<file path="config.mk">
export PLATFORM = sky130hd
export DESIGN_NAME = adc_monitor_status_flags
export DESIGN_NICKNAME = d
export VERILOG_FILES = /design/src/hw/adc_monitor_pkg.sv /design/src/hw/adc_monitor_status_flags.sv /design/src/hw/fault_latch.sv /design/src/hw/monitor_decode.sv
export VERILOG_INCLUDE_DIRS = /design/src /design/src/hw
export SDC_FILE = /design/constraint.sdc
export NUM_CORES = 1
export LEC_CHECK = 0
export BUFFER_PORTS_ARGS = -buffer_cell sky130_fd_sc_hd__clkbuf_2
export CORE_ASPECT_RATIO = 1.25
export CORE_MARGIN = 5
export CORE_UTILIZATION = 50
export CTS_CLUSTER_DIAMETER = 60
export DETAILED_ROUTE_END_ITERATION = 12
export PLACE_DENSITY = 0.72
export SLEW_MARGIN = 25
export SYNTH_ARGS = -nofsm -noshare
export SYNTH_HDL_FRONTEND = slang
export SYNTH_SLANG_ARGS = --single-unit
</file>
<file path="constraint.sdc">
create_clock -name clk_sys -period 5.2 [get_ports clk_sys]
set_clock_uncertainty 0.2 [all_clocks]
set_input_delay 1.04 -clock clk_sys [delete_from_list [all_inputs] [get_ports clk_sys]]
set_output_delay 1.04 -clock clk_sys [all_outputs]
set_load 0.01 [all_outputs]
</file>
<file path="src/hw/adc_monitor_consts.svh">
// register offsets, field positions and encodings for the fault monitor block
`ifndef ADC_MONITOR_CONSTS_SVH
`define ADC_MONITOR_CONSTS_SVH

`define ADDR_STATUS        8'h01
`define ADDR_REFCTRL       8'h05
`define ADDR_EXCITE1       8'h06
`define ADDR_BIAS          8'h08
`define ADDR_SYSCTRL       8'h09

`define BIT_POR            7
`define BIT_READY          6
`define BIT_POS_HIGH       5
`define BIT_POS_LOW        4
`define BIT_NEG_HIGH       3
`define BIT_NEG_LOW        2
`define BIT_REF_THIRD      1
`define BIT_REF_LOW        0

`define BIAS_LEVEL_BIT     6
`define BIAS_CONN_MSB      5
`define SYS_MON_MSB        7
`define SYS_MON_LSB        5
`define SYS_PREPEND_BIT    0
`define EXC1_RAIL_EN_BIT   7
`define REF_CHECK_MSB      7
`define REF_CHECK_LSB      6

`define MON_NONE           3'h0
`define MON_MIDSCALE       3'h1
`define MON_TEMP           3'h2
`define MON_AVDD           3'h3
`define MON_DVDD           3'h4
`define MON_BO_0P2         3'h5
`define MON_BO_1           3'h6
`define MON_BO_10          3'h7

`define REF_CHECK_OFF      2'h0
`define STARTUP_CYCLES     8'h10
`define RESET_BYTE         8'h00

`endif

</file>
<file path="src/hw/adc_monitor_pkg.sv">
// types shared by the fault monitor block
package adc_monitor_pkg;

	typedef struct packed {
		logic posHigh;
		logic posLow;
		logic negHigh;
		logic negLow;
	} rail_s;

	typedef struct packed {
		logic belowThird;
		logic belowLow;
	} ref_s;

	typedef struct packed {
		logic       write;
		logic       read;
		logic [7:0] addr;
		logic [7:0] wdata;
	} reg_req_s;

	typedef struct packed {
		logic       biasLevelTwelfth;
		logic [6:0] biasConnect;
	} bias_s;

	typedef struct packed {
		logic       tempSensor;
		logic       avddMonitor;
		logic       dvddMonitor;
		logic       inputsDisconnect;
		logic       forceUnityGain;
		logic [2:0] burnoutLevel;
		logic       burnoutEnable;
	} monitor_s;

	typedef enum logic [2:0] {
		ST_BOOT  = 3'b001,
		ST_READY = 3'b010,
		ST_DONE  = 3'b100
	} life_e;

endpackage

</file>
<file path="src/hw/adc_monitor_status_flags.sv">
// fault monitor, bias and status register logic of the delta-sigma converter
// Overview of operation
// - bias level is half or twelfth span
// - per-input bias connect for six inputs, common bit held 0
// - monitor-select field picks the system monitor
// - select 010 routes temperature sensor, detaches inputs
// - 011 quarter analog supply, 100 quarter digital
// - supply monitor detaches inputs, forces unity gain
// - 101/110/111 enable 0.2, 1, 10 uA burnout
// - burnout sources positive input, sinks negative input
// - status readable; prepend bit sends it first
// - status returns flags latched last conversion
// - power-on flag set at reset, cleared by write
// - bit 6 reports start-up finished, ready
// - four rail flags in bits 5 to 2
// - rail monitors run only when enabled
// - rail flags update only at cycle end
// - bit 0 below 300 mV, bit 1 below third
// - reference comparators active only when field enabled
// - reference flags update at conversion-done falling edge
`timescale 1ns/1ns
`include "adc_monitor_consts.svh"
module adc_monitor_status_flags
(
	input  wire logic                       clk_sys,
	input  wire logic                       rst_n,
	input  adc_monitor_pkg::reg_req_s       regReq,
	output logic [7:0]                      regRdata,
	output logic                            regRvalid,
	input  wire logic                       dataReadStart,
	input  wire logic                       conversionEnd,
	output logic                            conversion_done_n,
	input  adc_monitor_pkg::rail_s          railCompare,
	input  adc_monitor_pkg::ref_s           refCompare,
	output adc_monitor_pkg::bias_s          biasCtrl,
	output adc_monitor_pkg::monitor_s       monitorCtrl,
	output logic                            burnoutSourcePos,
	output logic                            burnoutSinkNeg,
	output logic                            railMonitorActive,
	output logic                            refCheckActive,
	output logic [1:0]                      refCheckMode,
	output logic                            statusPrepend,
	output logic [7:0]                      prependByte
);
	import adc_monitor_pkg::*;

	logic [7:0] biasReg;
	logic [7:0] sysReg;
	logic [7:0] exc1Reg;
	logic [7:0] refReg;
	logic       power_on_event_flag;
	logic [7:0] bootCount;
	life_e      life;
	life_e      next_life;
	rail_s      railFlag;
	ref_s       refFlag;
	logic       doneHold;

	// register decode
	wire logic wrBias   = regReq.write & (regReq.addr == `ADDR_BIAS);
	wire logic wrSys    = regReq.write & (regReq.addr == `ADDR_SYSCTRL);
	wire logic wrExc1   = regReq.write & (regReq.addr == `ADDR_EXCITE1);
	wire logic wrRef    = regReq.write & (regReq.addr == `ADDR_REFCTRL);
	wire logic wrStatus = regReq.write & (regReq.addr == `ADDR_STATUS);
	wire logic isReady  = (life != ST_BOOT);

	// writes are refused during start-up (ST_BOOT) and dropped; reads are still answered
	wire logic acceptWrite = isReady;

	wire logic [2:0] monitor_select        = sysReg[`SYS_MON_MSB:`SYS_MON_LSB];
	wire logic       status_prepend_enable = sysReg[`SYS_PREPEND_BIT];
	wire logic       railEnable            = exc1Reg[`EXC1_RAIL_EN_BIT];
	wire logic [1:0] reference_check_enable = refReg[`REF_CHECK_MSB:`REF_CHECK_LSB];
	wire logic       refEnable             = (reference_check_enable != `REF_CHECK_OFF);

	wire logic [7:0] statusByte = {power_on_event_flag, isReady,
		railFlag.posHigh, railFlag.posLow, railFlag.negHigh, railFlag.negLow,
		refFlag.belowThird, refFlag.belowLow};

	always_ff @(posedge clk_sys or negedge rst_n)
	begin
		if (!rst_n)
		begin
			biasReg <= `RESET_BYTE;
			sysReg  <= `RESET_BYTE;
			exc1Reg <= `RESET_BYTE;
			refReg  <= `RESET_BYTE;
		end
		else if (acceptWrite)
		begin
			if (wrBias)
				biasReg <= regReq.wdata;
			if (wrSys)
				sysReg <= regReq.wdata;
			if (wrExc1)
				exc1Reg <= regReq.wdata;
			if (wrRef)
				refReg <= regReq.wdata;
		end
	end

	// power-on flag: set by reset, cleared only by writing 0 to bit 7
	wire logic clearPor = acceptWrite & wrStatus & ~regReq.wdata[`BIT_POR];

	always_ff @(posedge clk_sys or negedge rst_n)
	begin
		if (!rst_n)
			power_on_event_flag <= 1'b1;
		else if (clearPor)
			power_on_event_flag <= 1'b0;
	end

	// start-up sequencing; ready once the register map is settled
	always_comb
	begin
		next_life = life;
		case (life)
			ST_BOOT:
				if (bootCount == `STARTUP_CYCLES)
					next_life = ST_READY;
			ST_READY:
				next_life = ST_READY;
			ST_DONE:
				next_life = ST_READY;
			default:
				next_life = ST_BOOT;
		endcase
	end

	always_ff @(posedge clk_sys or negedge rst_n)
	begin
		if (!rst_n)
		begin
			life      <= ST_BOOT;
			bootCount <= 8'h00;
		end
		else
		begin
			life <= next_life;
			if (life == ST_BOOT)
				bootCount <= bootCount + 8'h01;
		end
	end

	// flags published at conversion end, i.e. as conversion_done_n falls
	genvar gi;
	generate
		for (gi = 0; gi < 4; gi++)
		begin : g_rail
			fault_latch u_rail
			(
				.clk_sys  (clk_sys),
				.rst_n    (rst_n),
				.enable   (railEnable),
				.fault    (railCompare[gi]),
				.cycleEnd (conversionEnd),
				.flag     (railFlag[gi])
			);
		end
		for (gi = 0; gi < 2; gi++)
		begin : g_ref
			fault_latch u_ref
			(
				.clk_sys  (clk_sys),
				.rst_n    (rst_n),
				.enable   (refEnable),
				.fault    (refCompare[gi]),
				.cycleEnd (conversionEnd),
				.flag     (refFlag[gi])
			);
		end
	endgenerate

	// conversion_done_n falls in the same edge the flags update; a data read raises it again
	always_ff @(posedge clk_sys or negedge rst_n)
	begin
		if (!rst_n)
			doneHold <= 1'b0;
		else if (conversionEnd)
			doneHold <= 1'b1;
		else if (dataReadStart)
			doneHold <= 1'b0;
	end
	assign conversion_done_n = ~doneHold;

	// read path, registered; unmapped reads return zero
	wire logic [7:0] readMux =
		(regReq.addr == `ADDR_STATUS)  ? statusByte :
		(regReq.addr == `ADDR_REFCTRL) ? refReg :
		(regReq.addr == `ADDR_EXCITE1) ? exc1Reg :
		(regReq.addr == `ADDR_BIAS)    ? biasReg :
		(regReq.addr == `ADDR_SYSCTRL) ? sysReg : 8'h00;

	always_ff @(posedge clk_sys or negedge rst_n)
	begin
		if (!rst_n)
		begin
			regRdata    <= 8'h00;
			regRvalid   <= 1'b0;
			prependByte <= 8'h00;
		end
		else
		begin
			regRvalid <= regReq.read;
			if (regReq.read)
				regRdata <= readMux;
			// snapshot taken as a data read starts so the byte matches the word sent after it
			if (dataReadStart)
				prependByte <= statusByte;
		end
	end

	assign statusPrepend = status_prepend_enable;

	// analog steering
	assign biasCtrl.biasLevelTwelfth = biasReg[`BIAS_LEVEL_BIT];
	assign biasCtrl.biasConnect      = biasReg[`BIAS_CONN_MSB:0] == 6'h00 ? 7'h00
		: {1'b0, biasReg[`BIAS_CONN_MSB:0]};

	monitor_decode u_decode
	(
		.monitorSelect (monitor_select),
		.steer         (monitorCtrl)
	);

	assign burnoutSourcePos  = monitorCtrl.burnoutEnable;
	assign burnoutSinkNeg    = monitorCtrl.burnoutEnable;
	assign railMonitorActive = railEnable;
	assign refCheckActive    = refEnable;
	assign refCheckMode      = reference_check_enable;
endmodule

</file>
<file path="src/hw/fault_latch.sv">
// one fault flag: accumulates a comparator over a conversion cycle, publishes at cycle end
`timescale 1ns/1ns
module fault_latch
(
	input  wire logic clk_sys,
	input  wire logic rst_n,
	input  wire logic enable,
	input  wire logic fault,
	input  wire logic cycleEnd,
	output logic      flag
);
	logic seen;

	// a fault present in the very last cycle still counts for this conversion
	wire logic next_seen = cycleEnd ? 1'b0 : (seen | (enable & fault));
	wire logic next_flag = cycleEnd ? (enable & (seen | fault)) : flag;

	always_ff @(posedge clk_sys or negedge rst_n)
	begin
		if (!rst_n)
		begin
			seen <= 1'b0;
			flag <= 1'b0;
		end
		else
		begin
			seen <= next_seen;
			flag <= next_flag;
		end
	end
endmodule

</file>
<file path="src/hw/monitor_decode.sv">
// decodes the monitor-select field into analog steering controls
`timescale 1ns/1ns
`include "adc_monitor_consts.svh"
module monitor_decode
(
	input  wire logic [2:0]          monitorSelect,
	output adc_monitor_pkg::monitor_s steer
);
	import adc_monitor_pkg::*;

	wire logic isTemp    = (monitorSelect == `MON_TEMP);
	wire logic isAvdd    = (monitorSelect == `MON_AVDD);
	wire logic isDvdd    = (monitorSelect == `MON_DVDD);
	wire logic isSupply  = isAvdd | isDvdd;
	wire logic isBurnout = (monitorSelect == `MON_BO_0P2) | (monitorSelect == `MON_BO_1)
		| (monitorSelect == `MON_BO_10);

	assign steer.tempSensor       = isTemp;
	assign steer.avddMonitor      = isAvdd;
	assign steer.dvddMonitor      = isDvdd;
	// midscale self-offset also detaches the inputs
	assign steer.inputsDisconnect = isTemp | isSupply | (monitorSelect == `MON_MIDSCALE);
	assign steer.forceUnityGain   = isSupply;
	// one-hot: bit0 0.2 uA, bit1 1 uA, bit2 10 uA
	assign steer.burnoutLevel     = {monitorSelect == `MON_BO_10, monitorSelect == `MON_BO_1,
		monitorSelect == `MON_BO_0P2};
	assign steer.burnoutEnable    = isBurnout;
endmodule

</file>
==> flow_summary.ini, run 1 <==
[yosys]
syn_nets = 344
synth_edf_count = 0
synth.distinct_cells = 49
yosys_warnings = 0
synth_area_leaders = dfrtp_1, mux2_4, mux2_2, a21oi_1, buf_4
synth_common_cells = dfrtp_1, a21oi_1, mux2_2
async_flop_share_pct = 100
avgSynthCellArea_sq_um = 11.5
synth-seq-cells = 73
synth_top_cell_by_area = dfrtp_1
yosysSeqAreaShare_pct = 50.9
synth.most_common_cell = dfrtp_1
synth.top_cell.area_share_pct = 49.5
synthesis.area_sq_um = 3590
syn_inst = 313
ys.flop_type = dfrtp_1

[critical_path]
cp_slowest_stage_delay_ps = 750
cp.arrival_ps = 3150
cp-end-kind = register
reg2reg_slack_ps = 2820
start_kind = input port
path_cells = clkbuf_2, nor2b_1, nand2_1, nor3_4, mux2_2
worstPathMaxFanout = 19
crit_type = input port to register
crit_slowest_cell = nor2b_1
required_ps = 5230

[routing]
dr.pass1.iters = 4
antenna_left = 0
drt_iter0_markers = 122
vias = 2504
via_per_inst = 5.50
wl_per_cell_um = 16.9
drc = 0
routed_wl_um = 7710

[cts]
cts_setup_buffers = 0
root_buffer = clkbuf_8
clk_latency_ps = 350
clkSinkCount = 73
post_cts_resized = 0
ctsLongestPathBuffers = 2
path_clk_slew_ps = 80
hold_buffers = 0
htree_levels = 3
cts_tree = yes
numCtsBuffers = 9

[layout]
final_util_pct = 58.2
n_antenna_cell = 0
area_growth_pct = 13.1
nets = 391
drive_gt1_share_pct = 36.2

[floorplan]
fp.dieArea_sq_um = 8990
fp.coreArea_sq_um = 6980
io-pin-count = 70
die_y_um = 105
fp.dieW_um = 85.8
start_util_pct = 51.5
rows = 34

[place]
gp_congestion = 0.846
post-dp-hpwl_um = 5720
portBuffers = 68

[outcome]
status = completed

[timing]
min_period_ps = 3120
worst_pin_slew_ps = 867
finalSetupViolations = 0
slew_headroom_pct = 42.1
setup_tns_ps = 0
timing_hold_violations_final = 0
rsz0062_at_grt = false
timing.fmax_mhz = 321
holdWs_ps = 291
report.final.slew_viol_count = 0
period_share_pct = 60.0

[pwr]
pwr_density_cell_nw_per_um2 = 264
peakVddDrop_uv = 130
p_leak_uw = 0.00202

[min_path]
hold_path.class = register to register

[run]
max_cap_viol_count = 0

[grt]
grt_pass1_vias = 2624
overflow = 0
grt_pass1_wl_um = 13000
antenna_found_initial = 0
track_usage_pct = 18.5
grt_max_degree = 40
## cell families (layout without fill, tap and decap cells)
logic type	count (synthesis)	count (layout)	synth area share, %
buffers and inverters	49	101	6.31
XOR/XNOR	7	7	1.71
multiplexers	45	45	15.7
flip-flops	73	73	50.9
AND/OR/NAND/NOR	67	67	12.1
other	1	1	0.104
adder cells (fa/ha/maj)	3	3	1.05
AO/OA/AOI/OAI	68	68	12.2
## cell usage in the layout (no fill, tap or decap), drive strengths merged, types with 2 or more instances in the layout
master	count
o22a	5
nor3b	2
xor2	3
or2	3
nor3	4
o21ai	10
clkbuf	77
inv	17
and3	2
clkinv	3
nand4	5
clkinvlp	2
nor2b	11
o211ai	6
nand2	13
buf	2
a31oi	7
ha	3
nor4	3
mux2	42
a21oi	23
nor2	13
and3b	2
o31ai	8
dfrtp	71
dfstp	2
mux2i	3
a32oi	6
xnor2	4
nand3	3
## where the power goes
group	switching (uW)	internal (uW)	total, uW
registers	10.9	581	591
clock network	217	178	395
logic	53.9	32.8	86.7
## stage by stage
step | setup WS (ps) | total power (uW) | area [sq um] | instances
finish | 2080 | 1070 | 4060 | 455
global route | 1880 | 1120 | 4060 | 455
CTS | 2100 | 1080 | 4060 | 455
detailed placement | 1730 | 690 | 3880 | 439
global placement | 1850 | 687 | 3880 | 439
floorplan | 2540 | 648 | 3590 | 313
## sequential cells by signal, indices dropped and copies added (netlist names)
signal,cells
biasReg,8
bootCount,8
regRvalid,1
power_on_event_flag,1
refReg,8
g_ref.u_ref.seen,2
g_rail.u_rail.flag,4
exc1Reg,8
regRdata,8
g_ref.u_ref.flag,2
g_rail.u_rail.seen,4
doneHold,1
prependByte,8
life,2
sysReg,8
## per-layer routing
layer,vias up,GRT usage (%),wire length (um)
met3,10,4.80,489
li1,1197,-,-
met4,0,6.79,145
met2,74,29.9,3790
met1,1223,23.8,3290
met5,-,0,0
## critical path: cells and delay by family
kind	cells	cell delay, ps
buf+inv	1	320
mux	1	380
simple gates	3	1400
## path summary, 6_finish.rpt
path	from	to	depth (start not counted)
worst min-delay path	power_on_event_flag	power_on_event_flag	1
worst min register to register	power_on_event_flag	power_on_event_flag	1
max in group asynchronous	rst_n	power_on_event_flag	2
worst max register to register	life[0]	biasReg[6]	4
worst max-delay path	regReq[10]	exc1Reg[3]	5
min in group asynchronous	rst_n	prependByte[2]	1
## area by class of cell
cell class                 count  area [sq um]
inverter                      16          60.1
sequential                    73          1830
timing repair buffer          69           348
fill                         618          2910
clock inverter                 6          50.0
multi-input combinational    191          1540
clock buffer                  10           128
tap                           90           113
(Power assumes the default switching activity.)
==> run 2: changes to the inputs <==
--- a/config.mk
+++ b/config.mk
@@ -12,7 +12,7 @@
 export CORE_UTILIZATION = 50
 export CTS_CLUSTER_DIAMETER = 60
 export DETAILED_ROUTE_END_ITERATION = 12
-export PLACE_DENSITY = 0.72
+export PLACE_DENSITY = 0.75
 export SLEW_MARGIN = 25
 export SYNTH_ARGS = -nofsm -noshare
 export SYNTH_HDL_FRONTEND = slang
==> constraint.sdc (replaced) <==
create_clock -name clk_sys -period 2.8 [get_ports clk_sys]
set_clock_uncertainty 0.2 [all_clocks]
set_input_delay 0.56 -clock clk_sys [delete_from_list [all_inputs] [get_ports clk_sys]]
set_output_delay 0.56 -clock clk_sys [all_outputs]
set_load 0.01 [all_outputs]
==> flow_summary.ini, run 2 (synthesis gave the netlist of run 1 again) <==
[cts]
cts_tree = yes
path_clk_slew_ps = 80
clkSinkCount = 73
ctsLongestPathBuffers = 2
post_cts_resized = 0
hold_buffers = 0
htree_levels = 3
root_buffer = clkbuf_8
clk_latency_ps = 340
cts_setup_buffers = 0
numCtsBuffers = 9

[floorplan]
fp.dieArea_sq_um = 8990
fp.coreArea_sq_um = 6980
fp.dieW_um = 85.8
start_util_pct = 51.5
rows = 34
io-pin-count = 70
die_y_um = 105

[grt]
grt_max_degree = 47
grt_pass1_vias = 2562
grt_pass1_wl_um = 13300
track_usage_pct = 18.9
overflow = 0
antenna_found_initial = 0

[timing]
finalSetupViolations = 0
period_share_pct = 80.2
worst_pin_slew_ps = 597
timing.fmax_mhz = 445
timing_hold_violations_final = 0
setup_tns_ps = 0
slew_headroom_pct = 60.2
min_period_ps = 2250
rsz0062_at_grt = false
report.final.slew_viol_count = 0

[place]
portBuffers = 68
place_inst = 443
post-dp-hpwl_um = 5870
gp_congestion = 0.807

[pwr]
power.switching_uw = 505
cell_internal_pwr_uw = 1510
power_frac_seq_pct = 54.5
comb_power_share_pct = 8.3
peakVddDrop_uv = 262
power.share.clock_pct = 37.2
p_leak_uw = 0.00205
pwr_density_cell_nw_per_um2 = 493
swShare_pct = 25.1

[critical_path]
required_ps = 2830
crit_slowest_cell = and4_1
cp-endpoint = biasReg[0]
r2r-start = life[1]
r2r_end = biasReg[0]
start_kind = register
reg2reg_slack_ps = 550
r2r_cells = 5
cp_slowest_stage_delay_ps = 560
crit_type = register to register
path_cells = inv_1, ha_1, nor2b_1, and4_1, mux2_2
worstPathMaxFanout = 8
cp-end-kind = register
startpoint = life[1]
cp.arrival_ps = 2270

[layout]
area_growth_pct = 13.9
layout_commonest_cell = dfrtp_1
final_cell_mix = dfrtp_1, clkbuf_2, a21oi_1
drive_gt1_share_pct = 36.6
final_cells = 459
n_antenna_cell = 0
nets = 395
fillers = 611

[run]
max_cap_viol_count = 0

[routing]
drt_iter0_markers = 172
met1Wirelength_um = 3570
routed_wl_um = 8190
via_per_inst = 5.58
vias = 2560
drc = 0
wl_met2_um = 4020
antenna_left = 0
route.met3.wl_um = 452
top_layer = met4
dr.pass1.iters = 4
wl_per_cell_um = 17.8

[min_path]
hold_path.class = input port to asynchronous set/reset pin

[outcome]
status = completed
[run 2: cell count changes in the layout (fill, tap and decap cells not counted), sizes merged]
cell	change
clkinvlp	-1
buf	+4
clkbuf	+3
inv	-2
[run 2: power groups by stage]
| stage | Combinational (uW) | Sequential (uW) | Clock (uW) |
|---|---|---|---|
| global placement | 163 | 1120 | 0 |
| global route | 185 | 1100 | 811 |
| finish | 166 | 1100 | 750 |
| detailed placement | 167 | 1120 | 0 |
| CTS | 168 | 1100 | 762 |
| floorplan | 91.4 | 1110 | 0 |
[run 2: worst min-delay path by stage]
stage | end | slack, ps | cells after the start
6_report | g_rail[2].u_rail.flag | 20 | 2
5_1_grt | doneHold | 40 | 2
4_1_cts | g_rail[3].u_rail.flag | 20 | 2
3_5_place_dp | doneHold | 270 | 1
3_3_place_gp | doneHold | 260 | 1
2_1_floorplan | biasReg[0] | 60 | 0
[run 2: metrics by stage]
stage / util [%] / setup slack (ps) / power, uW / cell area (sq um) / hold slack [ps]
4_1_cts: 58.6 / 543 / 2030 / 4090 / 20.1
2_1_floorplan: - / 621 / 1200 / 3590 / 64.4
5_1_grt: 58.6 / 463 / 2100 / 4090 / 40.0
3_5_place_dp: 56.1 / 244 / 1290 / 3920 / 271
3_3_place_gp: 56.1 / 330 / 1280 / 3920 / 260
6_report: 58.6 / 553 / 2020 / 4090 / 18.3
[run 2: routing by layer]
layer | global-route usage (%) | up-vias
met5 | 0 | -
met1 | 25.8 | 1274
li1 | - | 1197
met4 | 6.45 | 0
met2 | 29.6 | 77
met3 | 4.41 | 12
[run 2: cell type report]
| class | count | area (sq um) | share of cell area [%] |
|---|---|---|---|
| flip-flops and latches | 73 | 1830 | 44.7 |
| multi-input cells | 191 | 1540 | 37.5 |
| repair buffers | 73 | 378 | 9.24 |
| clock buffers | 13 | 159 | 3.88 |
| well taps | 90 | 113 | 2.75 |
| inverters | 16 | 60.1 | 1.47 |
| clock inverters | 3 | 17.5 | 0.428 |
[run 2: worst max-delay path: cells and delay by family (launching register included)]
family	cells	cell delay, ps
flip-flops	1	340
adder cells (fa/ha/maj)	1	210
buffers and inverters	1	50
AND/OR/NAND/NOR	2	950
multiplexers	1	390
